### config.mk
export PLATFORM = sky130hd
export DESIGN_NAME = analog_value_substitution
export DESIGN_NICKNAME = d
export VERILOG_FILES = /design/src/avs_pkg.sv /design/src/ai_conv_if.sv /design/src/ai_channel.sv /design/src/analog_value_substitution.sv
export SDC_FILE = /design/constraint.sdc
export NUM_CORES = 1
export LEC_CHECK = 0
export BUFFER_PORTS_ARGS = -buffer_cell sky130_fd_sc_hd__buf_2
export CORE_MARGIN = 2
export CORE_UTILIZATION = 45
export CTS_BUF_LIST = sky130_fd_sc_hd__clkbuf_4
export DETAILED_ROUTE_END_ITERATION = 16
export PLACE_DENSITY = 0.74
export SYNTH_ARGS = -nofsm -noshare
export SYNTH_HDL_FRONTEND = slang
export SYNTH_SLANG_ARGS = --single-unit
### constraint.sdc
create_clock -name clk -period 4.26 [get_ports clk]
set_input_delay 0.639 -clock clk [delete_from_list [all_inputs] [get_ports clk]]
set_output_delay 0.639 -clock clk [all_outputs]
set_load 0.02 [all_outputs]
### src/avs_pkg.sv
// Purpose: shared constants for the analog value substitution block
// Assumes: 16-bit process words, 12-bit magnitude plus sign from the converters
// Notes: constants only; no logic lives here
//
// How it works
// - every driven word depends on master state and field supply; reported words depend on supply only
// - after power-on or new parameters each input reports 7FFF until first conversion
// - after startup each output drives zero in RUN until the first value is output
// - in master STOP each output follows its stop reaction, not new values
// - with field supply absent each input reports 7FFF in any master state
// - inputs in nominal, over- or underrange report the measured value unchanged
// - input overflow reports 7FFF, input underflow reports 8000
// - until valid measured values exist an input reports 7FFF
// - outputs in nominal, over- or underrange drive the master value exactly
// - output values in overflow or underflow are replaced by zero
// - before parameter assignment an output drives zero
// - converter results carry twelve bits of magnitude plus a sign
// - four independent input channels, each with its own substitution
package avs_pkg;

  // ==========================================================
  // word formats
  localparam int WORD_W = 16;
  localparam int MAG_W = 12;
  localparam int MAG_SHIFT = 3;
  localparam logic [15:0] CODE_OVERFLOW = 16'h7FFF;
  localparam logic [15:0] CODE_UNDERFLOW = 16'h8000;
  localparam logic [15:0] CODE_ZERO = 16'h0000;

  // ==========================================================
  // channel counts and output range limits
  localparam int AI_CHANNELS = 4;
  localparam int AO_CHANNELS = 4;
  localparam logic [15:0] AO_HIGH_LIMIT = 16'h7EFF;
  localparam logic [15:0] AO_LOW_LIMIT = 16'h8100;

  // ==========================================================
  // reset values and synchroniser depth
  localparam logic RST_FLAG = 1'b0;
  localparam logic [15:0] RST_AI_WORD = 16'h7FFF;
  localparam logic [15:0] RST_AO_WORD = 16'h0000;
  localparam int SYNC_STAGES = 2;

  // output channel states
  typedef enum logic [1:0] {
    AO_UNASSIGNED,
    AO_WAIT_FIRST,
    AO_RUNNING,
    AO_STOPPED
  } ao_state_t;

endpackage

### src/ai_conv_if.sv
// Purpose: carries one converter result and the station state to an input channel
// Assumes: all signals on the station clock
// Notes: one instance per input channel
`timescale 1ns/1ps
`default_nettype none
interface ai_conv_if;
  logic conv_valid;
  logic conv_sign;
  logic [11:0] conv_mag;
  logic conv_ovf;
  logic conv_udf;
  logic param_load;
  logic supply_ok;
  logic [15:0] word;
  logic valid;

  // the top drives the converter side and reads the result
  modport top (
    output conv_valid, conv_sign, conv_mag, conv_ovf, conv_udf,
    output param_load, supply_ok,
    input word, valid
  );
  modport chan (
    input conv_valid, conv_sign, conv_mag, conv_ovf, conv_udf,
    input param_load, supply_ok,
    output word, valid
  );
endinterface
`default_nettype wire

### src/ai_channel.sv
// Purpose: substitution and range evaluation for one analog input channel
// Assumes: supply_ok already synchronised; conv_valid a one-cycle pulse
// Notes: word and valid are flip-flops
`timescale 1ns/1ps
`default_nettype none
module ai_channel (
  input wire logic clk,
  input wire logic rst_n,
  ai_conv_if.chan bus
);

  // ==========================================================
  // conversion to 16-bit two's complement
  logic [15:0] scaled;
  logic [15:0] measured;
  logic [15:0] ranged;
  logic next_valid;
  logic [15:0] next_word;

  // magnitude is scaled left so full scale lands near the word's top
  assign scaled = {1'b0, bus.conv_mag, {avs_pkg::MAG_SHIFT{1'b0}}};
  assign measured = bus.conv_sign ? 16'(~scaled + 16'h0001) : scaled;
  // overflow wins over underflow if the converter ever flags both
  assign ranged = bus.conv_ovf ? avs_pkg::CODE_OVERFLOW :
                  bus.conv_udf ? avs_pkg::CODE_UNDERFLOW :
                  measured;

  // a fresh result wins over a parameter load in the same cycle
  assign next_valid = bus.conv_valid ? 1'b1 :
                      bus.param_load ? 1'b0 : bus.valid;

  // missing supply masks everything, then missing first result
  assign next_word = !bus.supply_ok ? avs_pkg::CODE_OVERFLOW :
                     bus.conv_valid ? ranged :
                     !next_valid ? avs_pkg::CODE_OVERFLOW :
                     bus.word;

  // ==========================================================
  // result registers; last value is kept between conversions
  logic [15:0] held;
  logic [15:0] next_held;
  assign next_held = bus.conv_valid ? ranged : held;

  always_ff @(posedge clk or negedge rst_n) begin
    if (!rst_n) begin
      bus.valid <= avs_pkg::RST_FLAG;
      held <= avs_pkg::RST_AI_WORD;
      bus.word <= avs_pkg::RST_AI_WORD;
    end else begin
      bus.valid <= next_valid;
      held <= next_held;
      bus.word <= (bus.supply_ok && next_valid) ? next_held : next_word;
    end
  end

endmodule
`default_nettype wire

### src/analog_value_substitution.sv
// Purpose: picks the word each analog input reports and each analog output drives
// Assumes: master state and values come from logic on clk; field supply is a pin
// Notes: all outputs are flip-flops; vectors pack channel 0 in the low bits
`timescale 1ns/1ps
`default_nettype none
module analog_value_substitution #(
  parameter int AI_CH = avs_pkg::AI_CHANNELS,
  parameter int AO_CH = avs_pkg::AO_CHANNELS,
  parameter logic [15:0] AO_HIGH = avs_pkg::AO_HIGH_LIMIT,
  parameter logic [15:0] AO_LOW = avs_pkg::AO_LOW_LIMIT
) (
  input wire logic clk,
  input wire logic rst_n,
  // station state
  input wire logic master_run,
  input wire logic field_supply_pin,
  // converter results, one slice per input channel
  input wire logic [AI_CH-1:0] conv_valid,
  input wire logic [AI_CH-1:0] conv_sign,
  input wire logic [AI_CH*12-1:0] conv_mag,
  input wire logic [AI_CH-1:0] conv_ovf,
  input wire logic [AI_CH-1:0] conv_udf,
  input wire logic [AI_CH-1:0] ai_param_load,
  // process image words towards the master
  output logic [AI_CH*16-1:0] ai_word,
  output logic [AI_CH-1:0] ai_valid,
  // output channel values and parameters from the master
  input wire logic [AO_CH*16-1:0] ao_value,
  input wire logic [AO_CH-1:0] ao_strobe,
  input wire logic [AO_CH-1:0] ao_param_done,
  input wire logic [AO_CH-1:0] ao_stop_hold,
  input wire logic [AO_CH*16-1:0] ao_subst,
  // values towards the output converters
  output logic [AO_CH*16-1:0] ao_drive,
  output logic [AO_CH-1:0] ao_first_done,
  output logic supply_ok
);

  // ==========================================================
  // field supply synchroniser
  // the pin is asynchronous to clk; stage 0 feeds only stage 1
  logic [avs_pkg::SYNC_STAGES-1:0] supply_sync;

  always_ff @(posedge clk or negedge rst_n) begin
    if (!rst_n) begin
      supply_sync <= '0;
    end else begin
      supply_sync <= {supply_sync[0], field_supply_pin};
    end
  end

  // registered copy so the status output is a flip-flop
  logic supply_now;
  assign supply_now = supply_sync[avs_pkg::SYNC_STAGES-1];

  always_ff @(posedge clk or negedge rst_n) begin
    if (!rst_n) begin
      supply_ok <= avs_pkg::RST_FLAG;
    end else begin
      supply_ok <= supply_now;
    end
  end

  // ==========================================================
  // input channels
  // each channel runs its own substitution; nothing is shared
  // but the supply level, so one channel's fault never masks another
  genvar gi;
  generate
    for (gi = 0; gi < AI_CH; gi++) begin : g_ai
      ai_conv_if link ();

      // converter slice for this channel
      assign link.conv_valid = conv_valid[gi];
      assign link.conv_sign = conv_sign[gi];
      assign link.conv_mag = conv_mag[gi*12 +: 12];
      assign link.conv_ovf = conv_ovf[gi];
      assign link.conv_udf = conv_udf[gi];
      assign link.param_load = ai_param_load[gi];
      // master state has no say on inputs; only supply does
      assign link.supply_ok = supply_now;

      ai_channel u_chan (
        .clk(clk),
        .rst_n(rst_n),
        .bus(link)
      );

      // channel words are flip-flops inside the channel
      assign ai_word[gi*16 +: 16] = link.word;
      assign ai_valid[gi] = link.valid;
    end
  endgenerate

  // ==========================================================
  // output channels
  genvar go;
  generate
    for (go = 0; go < AO_CH; go++) begin : g_ao
      avs_pkg::ao_state_t state;
      avs_pkg::ao_state_t next_state;
      logic [15:0] value;
      logic [15:0] subst;
      logic [15:0] drive;
      logic [15:0] next_drive;
      logic first;
      logic next_first;
      logic too_high;
      logic too_low;
      logic out_of_range;
      logic [15:0] ranged;
      logic take;

      // ------------------------------------------------------
      // range decode on the master's value
      // signed compare: above the high limit or below the low one
      assign value = ao_value[go*16 +: 16];
      assign subst = ao_subst[go*16 +: 16];
      assign too_high = $signed(value) > $signed(AO_HIGH);
      assign too_low = $signed(value) < $signed(AO_LOW);
      assign out_of_range = too_high | too_low;
      // overflow and underflow give zero; the rest pass exactly
      assign ranged = out_of_range ? avs_pkg::CODE_ZERO : value;

      // a value counts only in RUN with supply and parameters
      assign take = ao_strobe[go] & master_run & supply_now & ao_param_done[go];

      // ------------------------------------------------------
      // state selection
      // parameters are checked first: losing them drops the channel
      // to UNASSIGNED whatever it was doing; supply is checked only through take
      always_comb begin
        next_state = state;
        unique case (state)
          avs_pkg::AO_UNASSIGNED: begin
            if (ao_param_done[go]) begin
              next_state = avs_pkg::AO_WAIT_FIRST;
            end
          end
          avs_pkg::AO_WAIT_FIRST: begin
            if (!ao_param_done[go]) begin
              next_state = avs_pkg::AO_UNASSIGNED;
            end else if (!master_run) begin
              next_state = avs_pkg::AO_STOPPED;
            end else if (take) begin
              next_state = avs_pkg::AO_RUNNING;
            end
          end
          avs_pkg::AO_RUNNING: begin
            if (!ao_param_done[go]) begin
              next_state = avs_pkg::AO_UNASSIGNED;
            end else if (!master_run) begin
              next_state = avs_pkg::AO_STOPPED;
            end
          end
          avs_pkg::AO_STOPPED: begin
            if (!ao_param_done[go]) begin
              next_state = avs_pkg::AO_UNASSIGNED;
            end else if (master_run) begin
              // to RUNNING if a value was taken, keeping the last word until a new one; else back to waiting
              next_state = first ? avs_pkg::AO_RUNNING : avs_pkg::AO_WAIT_FIRST;
            end
          end
        endcase
      end

      // ------------------------------------------------------
      // drive selection
      // without supply the converter is unpowered; zero keeps
      // the register from replaying a stale word when it returns
      always_comb begin
        next_drive = drive;
        next_first = first;
        if (!ao_param_done[go]) begin
          next_drive = avs_pkg::CODE_ZERO;
          next_first = 1'b0;
        end else if (!supply_now) begin
          next_drive = avs_pkg::CODE_ZERO;
        end else if (!master_run) begin
          // hold keeps the present word, else the substitute
          next_drive = ao_stop_hold[go] ? drive : subst;
        end else if (take) begin
          next_drive = ranged;
          next_first = 1'b1;
        end else if (!first) begin
          next_drive = avs_pkg::CODE_ZERO;
        end
      end

      // ------------------------------------------------------
      // channel registers
      always_ff @(posedge clk or negedge rst_n) begin
        if (!rst_n) begin
          state <= avs_pkg::AO_UNASSIGNED;
          drive <= avs_pkg::RST_AO_WORD;
          first <= avs_pkg::RST_FLAG;
        end else begin
          state <= next_state;
          drive <= next_drive;
          first <= next_first;
        end
      end

      assign ao_drive[go*16 +: 16] = drive;
      assign ao_first_done[go] = first;
    end
  endgenerate

endmodule
`default_nettype wire

# Yosys cells after proc, flatten, opt, wreduce, memory -nomap -nowiden
# Cells that the tools add are included.
# op_classes
mux	84
eq_ne	24
add_sub_neg	4
bitwise	20
n_reduce_logical	12
magnitude_cmp	8
# ops
operator	n
$mux 16	60
$add 16x1->16 const B	4
$gt 16x16->1 const B	4
$lt 16x16->1 const B	4
$not 15->16	4
$ne 4x4->1 const B	8
$mux 1	24
$ne 5x4->1 const B	4
$ne 2x1->1 const B	8
$and 1x1->1	12
$reduce_and 3->1	4
$ne 2x2->1 const B	4
$reduce_and 2->1	4
$logic_and 1x1->1	4
$or 1x1->1	4
# totals
in_bits	212
output_inout_bits	137
register_bits	203
wordCells	174

# Logic depth before layout (Yosys ltp)
# depth
word_depth	8
mapped_depth	6
depth_no_buf	6

# Cells and area by module
# From an unflattened synthesis, not the netlist that was laid out.
# hier_totals
cells_unflattened	947
hier_area_um2	10072.2
# modules_own_cells
module	area_per_inst_um2	n_inst	cells_per_inst
ai_channel	1660.3	4	160
analog_value_substitution	3430.8	1	307

# Worst setup path before layout
# Ideal clock, no wire load.
# synth_path
path_type	input -> register
from	in conv_mag[40]
to	reg g_ai[3].u_chan.held[13]
setup_slack_ns	1.816
stages	5
setup_ns	0.077
required_time_ns	4.183
arrival_time_ns	2.367
path_cell_list	or4_1 buf_2 or4_4 or4_4 a31oi_1
# synth_via
elab_chain_len	6
# synth_lines
element	line	source
start: declaration	analog_value_substitution.sv:20	input wire logic [AI_CH*12-1:0] conv_mag,
$not 15->16	ai_channel.sv:22	assign measured = bus.conv_sign ? 16'(~scaled + 16'h0001) : scaled;
$add 16x1->16	ai_channel.sv:22	
$mux 16	ai_channel.sv:22	
$mux 16	ai_channel.sv:25	bus.conv_udf ? avs_pkg::CODE_UNDERFLOW :
$mux 16	ai_channel.sv:24	assign ranged = bus.conv_ovf ? avs_pkg::CODE_OVERFLOW :
$mux 16	ai_channel.sv:42	assign next_held = bus.conv_valid ? ranged : held;
via g_ai[3].u_chan.next_held[13]	ai_channel.sv:41	logic [15:0] next_held;
end signal: assignment	ai_channel.sv:47	held <= avs_pkg::RST_AI_WORD;
end signal: assignment	ai_channel.sv:51	held <= next_held;
end: declaration	ai_channel.sv:40	logic [15:0] held;
# The timed path passes the listed nets, and every way through them passes these cells.
# A chain may end at the register's enable or synchronous reset.

# Worst setup path after layout
# layout_path
from	reg supply_sync[1] in the netlist's numbering
to	reg g_ao[2].drive[6]
# layout_via
elab_chain_len	6
elab_cells_between_ends	9
classes_between	2 x eq/ne; 4 x mux; 2 x bitwise; 1 x reduce/logical
# layout_lines
element	line	source
start: declaration	analog_value_substitution.sv:42	logic [avs_pkg::SYNC_STAGES-1:0] supply_sync;
start signal: assignment	analog_value_substitution.sv:48	supply_sync <= {supply_sync[0], field_supply_pin};
$and 1x1->1 (2 in a row)	analog_value_substitution.sv:126	assign take = ao_strobe[go] & master_run & supply_now & ao_param_done[go];
$mux 16	analog_value_substitution.sv:182	end else if (take) begin
$mux 16	analog_value_substitution.sv:179	end else if (!master_run) begin
$mux 16	analog_value_substitution.sv:177	end else if (!supply_now) begin
$mux 16	analog_value_substitution.sv:174	if (!ao_param_done[go]) begin
end signal: assignment	analog_value_substitution.sv:195	drive <= avs_pkg::RST_AO_WORD;
end signal: assignment	analog_value_substitution.sv:199	drive <= next_drive;
end: declaration	analog_value_substitution.sv:104	logic [15:0] drive;
# Parallel ways exist; a longest one is shown, timed or not.

==> out/metrics.yaml <==
drcViolationCount: 0
die_height_um: 151
ys_seq_area_share_pct: 53.9
top_layer: "met5"
portBuffers: 348
ctsResizeCount: 0
dp_hpwl_um: 22200
drt-met1-wl_um: 11600
cts_tree: "yes"
ctsRootBufferMaster: "clkbuf_4"
ir_drop_mv: 0.248
dr_total_vias: 8945
synth_commonest_cells: "dfstp_2, dfrtp_1, nand2_1, o21ai_0, nor2_1"
fin_crit_sh_pct: 63.0
slew_viol_final: 0
ant_nets: 0
start_util_pct: 46.0
arrival_ps: 3240
rsz0062_at_grt: "no"
antenna_found_initial: 8
routedWlPerCell_um: 18.3
ctsHtreeMaxLevel: 2
avgSynthCellArea_um2: 10.3
grt_pass1_vias: 8538
hp-class: "in2async"
max_freq_ghz: 0.372
cts.path.max_buffers: 3
clk_latency_ps: 670
synth-seq-cells: 203
synth.distinct_cells: 60
cts.sinks: 203
fillers: 1858
yosysTopAreaCell: "dfstp_2"
nNetsFinal: 1522
grt_pass1_wl_um: 44900
die_w_um: 151
yosysMostFrequentCell: "dfstp_2"
synth_edf_count: 0
worst_pin_slew_ps: 1370
r2r_cells: 4
cts_inserted_buffers: 53
fp-row-count: 53
gp_congestion: 0.930
vias_per_cell: 5.47
end_kind: "flip-flop"
powerDensity_nw_per_um2: 371
grt_max_degree: 107
dieArea_um2: 22700
setup_viol: 0
initialDrtViolationCount: 397
core-area_um2: 21100
cp_max_fo: 21
rr_startpoint: "supply_sync[1]$_DFF_PN0_"
dr.pass1.iters: 4
hold_buffers: 0
critPathKind: "reg2reg"
ioPinCount: 349
totalWireLength_um: 29900
status: "completed"
synth_fp_nets: 1155
worstPathRequired_ps: 4820
worstSetupStartpoint: "supply_sync[1]$_DFF_PN0_"
slowest_delay_ps: 840
cap_violations: 0
hold_viol: 0
synthArstFlopShare_pct: 100
multi_input_area_um2: 4110
setup_tns_ps: 0
crit_path_start_kind: "flip-flop"
drive_gt1_share_pct: 42.7
synth-main-ff-cell: "dfstp_2"
slowest_stage: "dfrtp_1"
synth_warnings: 0
holdWs_ps: 66.3
syn_area_um2: 9700
wl_met2_um: 14700
relSlewSlack_pct: 8.70
synth_top_area_share_pct: 32.5
synth_area_leaders: "dfstp_2, dfrtp_1, a22o_1"
final.setup_skew_ps: 59.9
register_area_um2: 5230
grt_overflow_total: 0
leakage_nw: 6.03
min_period_ps: 2690
grtUsageTotal_pct: 25.2
clkTransAtPathRegs_ps: 70
cts_setup_buffers: 0
wl_met3_um: 2650
areaGrowthSynthToFinish_pct: 27.9
syn_inst: 939
path_cells: "nand4_1 -> a21oi_1 -> a21boi_1 -> a21o_1"
[worst max-delay path: cells and delay by family (launching register included)]
family | cells | cell delay, ps
AOI/OAI and AO/OA | 3 | 1470
DFF | 1 | 840
and+or+nand+nor | 1 | 260
[routing by layer]
metal / vias to the layer above / global-route usage (%)
li1: 4210 / -
met1: 4275 / 31.3
met2: 394 / 41.5
met3: 64 / 6.75
met4: 2 / 10.7
met5: - / 0
[flip-flops by register name, summed over array words and instances, names as in the netlist]
register               cells
g_ao.first                 4
g_ai.u_chan.bus.word      64
supply_sync                2
g_ao.drive                64
g_ai.u_chan.bus.valid      4
g_ai.u_chan.held          64
supply_ok                  1
[cells in the final DEF (no fill, tap or decap), types with 13 or more instances in the layout]
cell type	netlist	routed
nor4_1	16	16
a21oi_1	28	28
dfstp_2	120	120
nand2b_1	46	46
and2_1	14	14
o21ai_0	69	69
mux2i_1	13	13
inv_1	39	39
o211ai_1	16	16
a21o_1	35	35
a22o_1	43	43
nand2_1	81	81
dfrtp_1	83	83
buf_2	2	347
nor3_1	20	20
nand3_1	14	14
clkinv_1	1	18
nor2_1	62	62
clkbuf_4	0	78
a22oi_1	18	18
[final cells by class]
type | count | area share (%)
Clock buffer | 78 | 4.72
Inverter | 41 | 1.24
Timing Repair Buffer | 357 | 14.8
Sequential cell | 203 | 42.2
Tap cell | 275 | 2.77
Multi-Input combinational cell | 650 | 33.2
Antenna cell | 10 | 0.202
Clock inverter | 22 | 0.968
[report_power, final]
part | total [mW] | internal (mW) | switching, mW | leakage, nW
Sequential | 2.18 | 2.13 | 0.0529 | 2.38
Combinational | 0.689 | 0.255 | 0.435 | 3.23
Clock | 1.73 | 0.909 | 0.817 | 0.416
Total | 4.60 | 3.29 | 1.30 | 6.03
[final timing paths]
path	slack, ps	to
min reg2reg	350	supply_sync[1]$_DFF_PN0_
max	1570	g_ao[2].drive[6]$_DFFE_PN0P_
min	70	g_ai[1].u_chan.bus.word[15]$_DFFE_PN0P_
min in group clk	100	supply_sync[0]$_DFF_PN0_
max reg2reg	1570	g_ao[2].drive[6]$_DFFE_PN0P_
max in group asynchronous	3190	g_ai[3].u_chan.held[10]$_DFF_PN1_
[kinds of logic after synthesis]
| family | share of synthesized area [%] |
|---|---|
| mux | 1.46 |
| simple gates | 18.0 |
| fa+ha+maj | 0.516 |
| compound gates | 20.9 |
| flops | 53.9 |
| xor+xnor | 1.54 |
| buf+inv | 3.66 |
[stage by stage]
stage	utilization (%)	instances	total power, mW	instance area [um2]	worst slack, ps
final	58.8	1636	4.60	12400	1570
after global routing	58.8	1632	4.85	12400	1370
after CTS	58.7	1626	4.65	12400	1560
after detailed placement	55.4	1526	2.90	11700	1570
after global placement	55.4	1526	2.88	11700	1620
after floorplan	-	939	2.57	9700	1820
(Power assumes the default switching activity.)
